--- config.mk ---
export PLATFORM = sky130hd
export DESIGN_NAME = dhb_top
export DESIGN_NICKNAME = d
export VERILOG_FILES = /design/src/hw/dhb_pkg.sv /design/src/hw/dhb_bridge.sv /design/src/hw/dhb_top.sv
export SDC_FILE = /design/constraint.sdc
export NUM_CORES = 1
export LEC_CHECK = 0
export ABC_AREA = 1
export BUFFER_PORTS_ARGS = -buffer_cell sky130_fd_sc_hd__buf_4
export CORE_MARGIN = 5
export CORE_UTILIZATION = 45
export DETAILED_ROUTE_END_ITERATION = 6
export PLACE_DENSITY_LB_ADDON = 0.25
export SETUP_SLACK_MARGIN = 0.15
export SYNTH_ARGS = -nofsm -noshare
export SYNTH_HDL_FRONTEND = slang
export SYNTH_HIERARCHICAL = 1
export SYNTH_SLANG_ARGS = --single-unit
--- constraint.sdc ---
create_clock -name clock -period 1.8 [get_ports clock]
set_input_delay 0 -clock clock [delete_from_list [all_inputs] [get_ports clock]]
set_output_delay 0 -clock clock [all_outputs]
set_load 0.01 [all_outputs]
--- src/hw/dhb_pkg.sv ---
// timing constants, gate encodings and the bridge state enumeration
// assumes a single 10 MHz clock shared by every design file
package dhb_pkg;

  // clock and timing figures
  localparam int CLK_HZ          = 10000000;
  localparam int PWM_HZ          = 50000;
  localparam int BLANK_NS        = 3750;
  localparam int DEAD_NS         = 200;
  localparam int OCP_NS          = 3000;
  localparam int PWM_CYCLES      = CLK_HZ / PWM_HZ;
  localparam int BLANK_CYCLES    = (BLANK_NS * (CLK_HZ / 1000000) + 999) / 1000;
  localparam int DEAD_CYCLES     = (DEAD_NS * (CLK_HZ / 1000000) + 999) / 1000;
  localparam int OCP_CYCLES      = (OCP_NS * (CLK_HZ / 1000000) + 999) / 1000;
  localparam int CNT_W           = 8;
  localparam int SCALE_W         = 2;
  localparam int LEVEL_W         = 7;

  // current scale codes and reference percentages
  localparam logic [1:0] SCALE_FULL = 2'h0;
  localparam logic [1:0] SCALE_71   = 2'h1;
  localparam logic [1:0] SCALE_38   = 2'h2;
  localparam logic [1:0] SCALE_OFF  = 2'h3;
  localparam logic [6:0] LEVEL_FULL = 7'h64;
  localparam logic [6:0] LEVEL_71   = 7'h47;
  localparam logic [6:0] LEVEL_38   = 7'h26;
  localparam logic [6:0] LEVEL_ZERO = 7'h00;

  // gate word: {a high, a low, b high, b low}
  localparam logic [3:0] GATE_OFF   = 4'h0;
  localparam logic [3:0] GATE_AFWD  = 4'h9;
  localparam logic [3:0] GATE_BFWD  = 4'h6;
  localparam logic [3:0] GATE_BRAKE = 4'h5;

  typedef enum logic [2:0] {
    DHB_IDLE  = 3'b000,
    DHB_DRIVE = 3'b001,
    DHB_FAST  = 3'b010,
    DHB_SLOW  = 3'b011,
    DHB_BRAKE = 3'b100,
    DHB_COAST = 3'b101,
    DHB_OCP   = 3'b110
  } dhb_state_t;

endpackage : dhb_pkg

--- src/hw/dhb_bridge.sv ---
// one h-bridge: chopping, decay, blanking, dead-time and latched overcurrent
// assumes synchronous inputs, a pwm start pulse and a global run gate
module dhb_bridge (
  // clock and reset
  input  wire logic       clock,
  input  wire logic       rst_b,
  // control from the top
  input  wire logic       run,
  input  wire logic       pwmStart,
  input  wire logic       decayFast,
  input  wire logic       directionIn,
  input  wire logic       bridgeEnableIn,
  input  wire logic [1:0] currentScale,
  // analog indications
  input  wire logic       chopTrip,
  input  wire logic       currentZero,
  input  wire logic       limitActive,
  // outputs
  output logic [3:0]      gateDrive,
  output logic [6:0]      refLevel,
  output logic            outAOe,
  output logic            outBOe,
  output logic            outA,
  output logic            outB,
  output logic            ocpLatched
);

  typedef struct packed {
    dhb_pkg::dhb_state_t      state;
    logic [dhb_pkg::CNT_W-1:0] blankCnt;
    logic [dhb_pkg::CNT_W-1:0] deadCnt;
    logic [dhb_pkg::CNT_W-1:0] ocpCnt;
    logic [3:0]                gate;
    logic [3:0]                lastGate;
    logic                      overcurrent_shutdown;
  } dhb_br_t;

  dhb_br_t br_reg;
  dhb_br_t br_next;
  logic [3:0] want;
  logic       driveOk;

  ////////////////////////////////////////////////////////////////////////////
  // next state and wanted gate pattern
  always_comb begin
    br_next = br_reg;
    want    = dhb_pkg::GATE_OFF;
    driveOk = bridgeEnableIn && (currentScale != dhb_pkg::SCALE_OFF);
    // overcurrent qualification ignores the chopping path entirely
    if (limitActive && br_reg.ocpCnt < dhb_pkg::CNT_W'(dhb_pkg::OCP_CYCLES))
      br_next.ocpCnt = br_reg.ocpCnt + 1'b1;
    else if (!limitActive)
      br_next.ocpCnt = '0;
    if (br_reg.ocpCnt >= dhb_pkg::CNT_W'(dhb_pkg::OCP_CYCLES))
      br_next.overcurrent_shutdown = 1'b1;
    // blanking counts only once the drive pattern is on the pins, so the
    // dead-time cannot eat into the minimum on-time
    if (br_reg.blankCnt != '0 && br_reg.gate ==
        (directionIn ? dhb_pkg::GATE_AFWD : dhb_pkg::GATE_BFWD))
      br_next.blankCnt = br_reg.blankCnt - 1'b1;
    case (br_reg.state)
      dhb_pkg::DHB_DRIVE: begin
        if (!driveOk)
          br_next.state = decayFast ? dhb_pkg::DHB_COAST
                                    : dhb_pkg::DHB_BRAKE;
        else if (chopTrip && br_reg.blankCnt == '0)
          br_next.state = decayFast ? dhb_pkg::DHB_FAST
                                    : dhb_pkg::DHB_SLOW;
      end
      dhb_pkg::DHB_FAST, dhb_pkg::DHB_SLOW: begin
        if (!driveOk)
          br_next.state = decayFast ? dhb_pkg::DHB_COAST
                                    : dhb_pkg::DHB_BRAKE;
        else if (pwmStart) begin
          br_next.state    = dhb_pkg::DHB_DRIVE;
          br_next.blankCnt = dhb_pkg::CNT_W'(dhb_pkg::BLANK_CYCLES);
        end
      end
      dhb_pkg::DHB_OCP: br_next.state = dhb_pkg::DHB_OCP;
      default: begin
        if (driveOk) begin
          br_next.state    = dhb_pkg::DHB_DRIVE;
          br_next.blankCnt = dhb_pkg::CNT_W'(dhb_pkg::BLANK_CYCLES);
        end else
          br_next.state = decayFast ? dhb_pkg::DHB_COAST
                                    : dhb_pkg::DHB_BRAKE;
      end
    endcase
    if (br_reg.overcurrent_shutdown)
      br_next.state = dhb_pkg::DHB_OCP;
    // wanted switches for the state
    case (br_reg.state)
      dhb_pkg::DHB_DRIVE:
        want = directionIn ? dhb_pkg::GATE_AFWD : dhb_pkg::GATE_BFWD;
      dhb_pkg::DHB_FAST:
        // reverse until current dies, then all off
        want = currentZero ? dhb_pkg::GATE_OFF
             : (directionIn ? dhb_pkg::GATE_BFWD
                            : dhb_pkg::GATE_AFWD);
      dhb_pkg::DHB_SLOW:  want = dhb_pkg::GATE_BRAKE;
      dhb_pkg::DHB_BRAKE: want = dhb_pkg::GATE_BRAKE;
      dhb_pkg::DHB_COAST:
        want = currentZero ? dhb_pkg::GATE_OFF
             : (directionIn ? dhb_pkg::GATE_BFWD
                            : dhb_pkg::GATE_AFWD);
      default: want = dhb_pkg::GATE_OFF;
    endcase
    // dead-time: pass through all-off before any new pattern
    if (want != br_reg.gate && br_reg.gate != dhb_pkg::GATE_OFF) begin
      br_next.gate    = dhb_pkg::GATE_OFF;
      // the first all-off cycle already counts towards the dead-time
      br_next.deadCnt = dhb_pkg::CNT_W'(dhb_pkg::DEAD_CYCLES - 1);
    end else if (br_reg.deadCnt != '0)
      br_next.deadCnt = br_reg.deadCnt - 1'b1;
    else
      br_next.gate = want;
    if (!run) begin
      br_next       = '0;
      br_next.overcurrent_shutdown   = br_reg.overcurrent_shutdown;
      br_next.state = br_reg.overcurrent_shutdown ? dhb_pkg::DHB_OCP : dhb_pkg::DHB_IDLE;
    end
  end

  // one register for the whole bridge; ocp cleared only by reset
  always_ff @(posedge clock) begin
    if (!rst_b)
      br_reg <= '0;
    else
      br_reg <= br_next;
  end

  ////////////////////////////////////////////////////////////////////////////
  // pin view and reference level
  always_comb begin
    gateDrive  = br_reg.gate;
    outA       = br_reg.gate[3];
    outB       = br_reg.gate[1];
    outAOe     = br_reg.gate[3] | br_reg.gate[2]; // z when both off
    outBOe     = br_reg.gate[1] | br_reg.gate[0];
    ocpLatched = br_reg.overcurrent_shutdown;
    case (currentScale)
      dhb_pkg::SCALE_FULL: refLevel = dhb_pkg::LEVEL_FULL;
      dhb_pkg::SCALE_71:   refLevel = dhb_pkg::LEVEL_71;
      dhb_pkg::SCALE_38:   refLevel = dhb_pkg::LEVEL_38;
      default:             refLevel = dhb_pkg::LEVEL_ZERO;
    endcase
  end

  // high and low of a leg never together
  legShoot_a: assert property (@(posedge clock) disable iff (!rst_b)
    !(gateDrive[3] && gateDrive[2]) && !(gateDrive[1] && gateDrive[0]))
    else $error("leg shoot-through");
  ocpHold_a: assert property (@(posedge clock) disable iff (!rst_b)
    ocpLatched |=> ocpLatched) else $error("ocp latch lost");
  ocpOff_a: assert property (@(posedge clock) disable iff (!rst_b)
    ocpLatched |-> ##2 gateDrive == dhb_pkg::GATE_OFF)
    else $error("ocp bridge driving");
  blankIgn_a: assert property (@(posedge clock) disable iff (!rst_b)
    $rose(br_reg.state == dhb_pkg::DHB_DRIVE) && run && !ocpLatched
      |-> (br_reg.state == dhb_pkg::DHB_DRIVE || !driveOk
           || !run || ocpLatched)[*8])
    else $error("chop inside blanking");
  slowLow_a: assert property (@(posedge clock) disable iff (!rst_b)
    br_reg.state == dhb_pkg::DHB_SLOW && run
      && br_next.state == dhb_pkg::DHB_SLOW |-> ##[0:3]
      gateDrive == dhb_pkg::GATE_BRAKE || br_reg.state != dhb_pkg::DHB_SLOW)
    else $error("slow decay not braking");
  chopCov_c: cover property (@(posedge clock) disable iff (!rst_b)
    br_reg.state == dhb_pkg::DHB_DRIVE ##1 br_reg.state == dhb_pkg::DHB_FAST);

endmodule : dhb_bridge

--- src/hw/dhb_top.sv ---
// dual h-bridge motor control logic with chopping and protection
// assumes a 10 MHz clock, pins synchronous to it, analog flags as levels
// Behaviour
// - enabled: direction sets which output is high
// - disabled: decay low brakes, high floats
// - one decay input for both bridges
// - chop trip stops drive until next cycle
// - chopping cycle runs at 50 kHz
// - amplified sense over reference is trip
// - scale bits pick 100/71/38 percent or off
// - fast decay reverses then all off
// - slow decay turns both low sides on
// - disable in fast decay coasts after zero
// - disable in slow decay brakes, stays on
// - ignore sense for 3.75 us blanking
// - blanking is minimum chop on-time
// - reset clears logic and disables bridges
// - sleep disables bridges and stops clocks
// - persistent limit shuts bridge, fault low
// - overcurrent latched until reset
// - overcurrent independent of chopping sense
// - over-temperature disables, auto recovers, fault low
// - undervoltage holds everything in reset
module dhb_top (
  // clock and reset
  input  wire logic       clock,
  input  wire logic       rst_b,
  // host control pins
  input  wire logic       reset_n,
  input  wire logic       low_power_request_n,
  input  wire logic       decayFast,
  input  wire logic [1:0] direction_in,
  input  wire logic [1:0] bridge_enable_in,
  input  wire logic [1:0] current_scale_hi,
  input  wire logic [1:0] current_scale_lo,
  // analog indications per bridge
  input  wire logic [1:0] chopTrip,
  input  wire logic [1:0] currentZero,
  input  wire logic [1:0] limitActive,
  // supply and die indications
  input  wire logic       thermalShutdown,
  input  wire logic       undervoltageLockout,
  // bridge pins and gates
  output logic [1:0]      bridge_out_a,
  output logic [1:0]      bridge_out_b,
  output logic [1:0]      bridgeOutAOe,
  output logic [1:0]      bridgeOutBOe,
  output logic [7:0]      gateDrive,
  output logic [13:0]     refLevel,
  // status
  output logic            fault_flag_n_o,
  output logic            fault_flag_n_oe,
  output logic            auxRegulatorOn,
  output logic            pwmStart
);

  typedef struct packed {
    logic [dhb_pkg::CNT_W-1:0] pwmCnt;
    logic                      pwmTick;
    logic                      awake;
    logic                      faultLow;
  } dhb_top_t;

  dhb_top_t top_reg;
  dhb_top_t top_next;
  logic       run;
  logic       blockRst_b;
  logic [1:0] ocpLatched;

  ////////////////////////////////////////////////////////////////////////////
  // bridge logic reset: pin reset, chip reset and undervoltage
  // undervoltage is the only way to clear a latched overcurrent besides reset
  always_comb begin
    blockRst_b = rst_b && reset_n && !undervoltageLockout;
    run        = low_power_request_n && !thermalShutdown;
  end

  ////////////////////////////////////////////////////////////////////////////
  // chopping timebase and fault output
  always_comb begin
    top_next         = top_reg;
    top_next.pwmTick = 1'b0;
    top_next.awake   = low_power_request_n;
    // clocks stop in sleep: the divider freezes at zero
    if (!low_power_request_n)
      top_next.pwmCnt = '0;
    else if (top_reg.pwmCnt ==
             dhb_pkg::CNT_W'(dhb_pkg::PWM_CYCLES - 1)) begin
      top_next.pwmCnt  = '0;
      top_next.pwmTick = 1'b1;
    end else
      top_next.pwmCnt = top_reg.pwmCnt + 1'b1;
    top_next.faultLow = thermalShutdown || (|ocpLatched);
  end

  always_ff @(posedge clock) begin
    if (!blockRst_b)
      top_reg <= '0;
    else
      top_reg <= top_next;
  end

  ////////////////////////////////////////////////////////////////////////////
  // two identical bridges
  for (genvar i = 0; i < 2; i++) begin : gBridge
    dhb_bridge uBridge (
      .clock          (clock),
      .rst_b          (blockRst_b),
      .run            (run),
      .pwmStart       (top_reg.pwmTick),
      .decayFast      (decayFast),
      .directionIn    (direction_in[i]),
      .bridgeEnableIn (bridge_enable_in[i]),
      .currentScale   ({current_scale_hi[i], current_scale_lo[i]}),
      .chopTrip       (chopTrip[i]),
      .currentZero    (currentZero[i]),
      .limitActive    (limitActive[i]),
      .gateDrive      (gateDrive[4*i +: 4]),
      .refLevel       (refLevel[7*i +: 7]),
      .outAOe         (bridgeOutAOe[i]),
      .outBOe         (bridgeOutBOe[i]),
      .outA           (bridge_out_a[i]),
      .outB           (bridge_out_b[i]),
      .ocpLatched     (ocpLatched[i])
    );
  end

  // open-drain fault: only ever pulls low
  always_comb begin
    fault_flag_n_o  = 1'b0;
    fault_flag_n_oe = top_reg.faultLow;
    auxRegulatorOn  = top_reg.awake;
    pwmStart        = top_reg.pwmTick;
  end

  ////////////////////////////////////////////////////////////////////////////
  // checks
  pwmPeriod_a: assert property (@(posedge clock) disable iff (!blockRst_b)
    pwmStart |=> !pwmStart [*8])
    else $error("chop tick too close");
  faultTsd_a: assert property (@(posedge clock) disable iff (!blockRst_b)
    thermalShutdown |=> fault_flag_n_oe) else $error("no fault on tsd");
  sleepOff_a: assert property (@(posedge clock) disable iff (!blockRst_b)
    !low_power_request_n [*2] |-> gateDrive == 8'h00 && !pwmStart)
    else $error("active in sleep");
  tsdOff_a: assert property (@(posedge clock) disable iff (!blockRst_b)
    thermalShutdown [*2] |-> gateDrive == 8'h00)
    else $error("driving in tsd");
  rstOff_a: assert property (@(posedge clock)
    !reset_n |=> gateDrive == 8'h00 && fault_flag_n_oe == 1'b0)
    else $error("not reset");
  fwdDrive_a: assert property (@(posedge clock) disable iff (!blockRst_b)
    gBridge[0].uBridge.br_reg.state == dhb_pkg::DHB_DRIVE
      && $past(gBridge[0].uBridge.br_reg.state) == dhb_pkg::DHB_DRIVE
      && gateDrive[3:0] != 4'h0 |-> gateDrive[3:0] ==
      (direction_in[0] ? dhb_pkg::GATE_AFWD : dhb_pkg::GATE_BFWD)
      || $changed(direction_in[0]) || $past(direction_in[0]) != direction_in[0])
    else $error("wrong drive direction");
  ocpFault_a: assert property (@(posedge clock) disable iff (!blockRst_b)
    |ocpLatched |=> !fault_flag_n_o && fault_flag_n_oe)
    else $error("ocp without fault");
  scaleOff_a: assert property (@(posedge clock) disable iff (!blockRst_b)
    current_scale_hi[0] && current_scale_lo[0] |-> refLevel[6:0] == 7'h00)
    else $error("scale off not zero");
  brakeCov_c: cover property (@(posedge clock) disable iff (!blockRst_b)
    !bridge_enable_in[0] && !decayFast ##3 gateDrive[3:0] == 4'h5);
  coastCov_c: cover property (@(posedge clock) disable iff (!blockRst_b)
    !bridge_enable_in[1] && decayFast ##3 !bridgeOutAOe[1]);
  ocpCov_c: cover property (@(posedge clock) disable iff (!blockRst_b)
    $rose(|ocpLatched));

endmodule : dhb_top

==> impl_metrics.csv <==
group,metric,value,unit
worst_setup_path,cp-start-kind,"register",
clock_tree,clkSlewWorstSetupHoldPaths,70,ps
clock_tree,cts_tree,"done",
detailed_routing,drc,0,
global_routing,grt_util_met3,5.53,%
worst_setup_path,slowest_stage,"dfxtp_4",
synth,syn_area_per_cell,6.80,sq um
floorplan,initial_utilization,46.2,%
worst_setup_path,cp.arrival,1840,ps
global_routing,top_usage_layer,"met2",
finish,final_common_cell,"nand2_1",
detailed_routing,detail-route-antenna-nets,0,
sta,finalSetupViolations,0,
pwr,p_clk_share,38.2,%
synth,synth_fa_ha_area_share,7.16,%
detailed_routing,drt-total-wl,9730,um
sta,fin_crit,1580,ps
worst_setup_path,crit_chain,"inv_4 > nor3_4 > nand2_2 > nand3_2 > nand2_1 > nand2_1 > nor2_1 > nand2_1 > nand2_4 > nand2_8 > nor2_1",
synth,synth_cell_type_count,32,
finish,largest_reg_flops,54,
finish,final_cell_mix,"134 x nand2_1, 97 x inv_1, 80 x nor2_1, 68 x dfxtp_1, 65 x buf_4",
floorplan,pin_count,55,
worst_setup_path,slowest_delay,390,ps
finish,stdcell_count,874,
job,cap_violations,0,
detailed_routing,via_per_inst,4.80,
finish,fillers,955,
detailed_routing,first_iter_violations,154,
global_routing,grt_pass1_wl,16500,um
synth,synth_xor_area_share,2.89,%
worst_setup_path,required,2060,ps
global_routing,use_met1,18.6,%
sta,fin_crit_sh,88.0,%
global_routing,grt_overflow,0,
global_routing,first_global_vias,3932,
place,dp_hpwl,7270,um
synth,synth_top_family_by_area,"simple AND/OR/NAND/NOR gates",
pwr,p_comb_share,7.7,%
global_routing,antenna_found_initial,0,
worst_setup_path,cpMostUsedCell,"nand2_1",
floorplan,die_y,110,um
synth,synth_compound_area_share,9.40,%
pwr,vdd_drop_max,0.391,mV
pwr,p_leak,2.52,nW
pwr,seqPwrFrac,54.0,%
place,dp_cells,846,
clock_tree,cts_made_buffers,9,
finish,layout-drive-gt1-share,23.9,%
detailed_routing,drtPass1Iterations,5,
floorplan,rows,36,
sta,rsz0062_at_grt,"true",
synth,ys_ff_latch,75,
place,place.gp.congestion,0.886,
synth,syn_inst,668,
floorplan,core,9820,sq um
min_path,hp-class,"input pin to register",
place,portBuffers,49,
floorplan,dieArea,12200,sq um
sta,finalSetupTns,0,ps
sta,slew_viol_final,0,
synth,synth.area.mux_share,0,%
global_routing,track_usage,15.9,%
finish,area_growth,21.4,%
pwr,swShare,23.1,%
detailed_routing,num_vias,4192,
floorplan,fp.dieW,110,um
worst_setup_path,critPathCaptureType,"register",
finish,fin_nets,784,
sta,finalClockSkew,7.54,ps
synth,ys_seq_area_share,33.1,%
synth,syn_area,4540,sq um
clock_tree,insertion_delay,360,ps
sta,finalHoldViolCount,0,
outcome,status,"completed",
synth,synth-simple-area-share,35.2,%
clock_tree,clockBufferDepth,2,
pwr,p_int,2.37,mW
synth,yosys_warnings,6,
global_routing,grt_max_degree,14,
pwr,p_switching,713,uW
global_routing,met2_usage,27.3,%
min_path,holdPathStages,5,
worst_setup_path,crit_fanout,6,
worst_setup_path,critical_path_class,"register to register",
worst_setup_path,rr_worst_depth,11,
clock_tree,cts_root_buf,"clkbuf_8",
worst_setup_path,r2r_slack,220,ps
clock_tree,cts.htree.levels,3,
finish,antenna_cells,0,
sta,fmax,631,MHz
pwr,cellPowerDensity,559,nW/um^2
detailed_routing,routedWlPerCell,11.1,um
clock_tree,cts_sinks,75,
-- cell families (layout without fill, tap and decap cells) --
logic type	count (synthesis)	count (layout)
AOI/OAI and AO/OA	76	76
and+or+nand+nor	346	347
other	3	5
DFF	75	75
buffers and inverters	127	197
adders and majority gates	26	26
xor gates and xnor gates	15	15
-- per-layer routing --
metal,vias to the layer above,share of wire [%],wire length (um)
met5,-,0,0
met4,0,1.4,141
met3,9,5.0,489
met2,74,49,4730
met1,1885,45,4360
li1,2224,-,-
-- power groups by stage --
stage	clock, mW	sequential (mW)	combinational (mW)
after floorplan	0	1.71	0.129
after global placement	0	1.71	0.213
after detailed placement	0	1.71	0.218
after CTS	1.24	1.67	0.228
after global routing	1.32	1.67	0.266
final	1.18	1.67	0.239
-- synth_stat cells (all sizes together) --
cell	n	area, sq um
nand2	158	641
nor2	114	508
inv	110	413
dfxtp	75	1500
nand3	47	245
a21oi	37	196
ha	26	325
o21ai	26	130
buf	17	135
nand4	17	106
xor2	8	70.1
xnor2	7	61.3
a311oi	4	35.0
o211ai	4	30.0
conb	3	11.3
nor3	3	48.8
a31oi	2	12.5
nor3b	2	15.0
nor4	2	12.5
o21bai	2	15.0
or2	2	12.5
nand3b	1	7.51
o31ai	1	7.51
-- through the flow --
stage               util (%)  instance area, sq um  power [mW]  setup slack (ps)  hold WS (ps)
detailed placement      51.4                  5040        1.92              83.8           216
finish                  56.1                  5510        3.08               216          39.4
floorplan                  -                  4550        1.83               194          82.9
CTS                     54.1                  5310        3.14               147          12.0
global route            56.1                  5510        3.25              81.2          43.9
global placement        51.4                  5040        1.92               122           210
-- worst paths after layout --
kind                                 startpoint                       endpoint
setup / recovery  gBridge[0].uBridge/br_reg[33]  gBridge[0].uBridge/br_reg[18]
setup reg to reg  gBridge[0].uBridge/br_reg[33]  gBridge[0].uBridge/br_reg[18]
hold reg to reg   gBridge[1].uBridge/br_reg[15]  gBridge[1].uBridge/br_reg[15]
hold / removal                   limitActive[0]  gBridge[0].uBridge/br_reg[11]
-- area by class of cell --
| class | count | area [sq um] | share of cell area, % |
|---|---|---|---|
| Sequential cell | 75 | 1520 | 27.5 |
| Tap cell | 133 | 166 | 3.02 |
| Clock buffer | 13 | 169 | 3.06 |
| Timing Repair Buffer | 72 | 569 | 10.3 |
| Clock inverter | 2 | 10.0 | 0.182 |
| Inverter | 110 | 418 | 7.58 |
| Multi-Input combinational cell | 469 | 2660 | 48.3 |
-- critical path: cells and delay by family, from the launching register on --
family        cells  cell delay [ps]
buf+inv           1               50
flops             1              390
simple gates     10             1030
-- repair_timing --
| item | in CTS | in global routing |
|---|---|---|
| hold endpoints to repair | 21 | 0 |
| gates resized for setup | 8 | 54 |
| buffers inserted | 1 | 5 |
| pin swaps | 0 | 13 |
| cloned | 1 | 1 |
| hold buffers | 5 | 0 |
| endpoints found under the setup margin | 23 | 46 |
No activity file was read; power rests on OpenSTA's default activity.
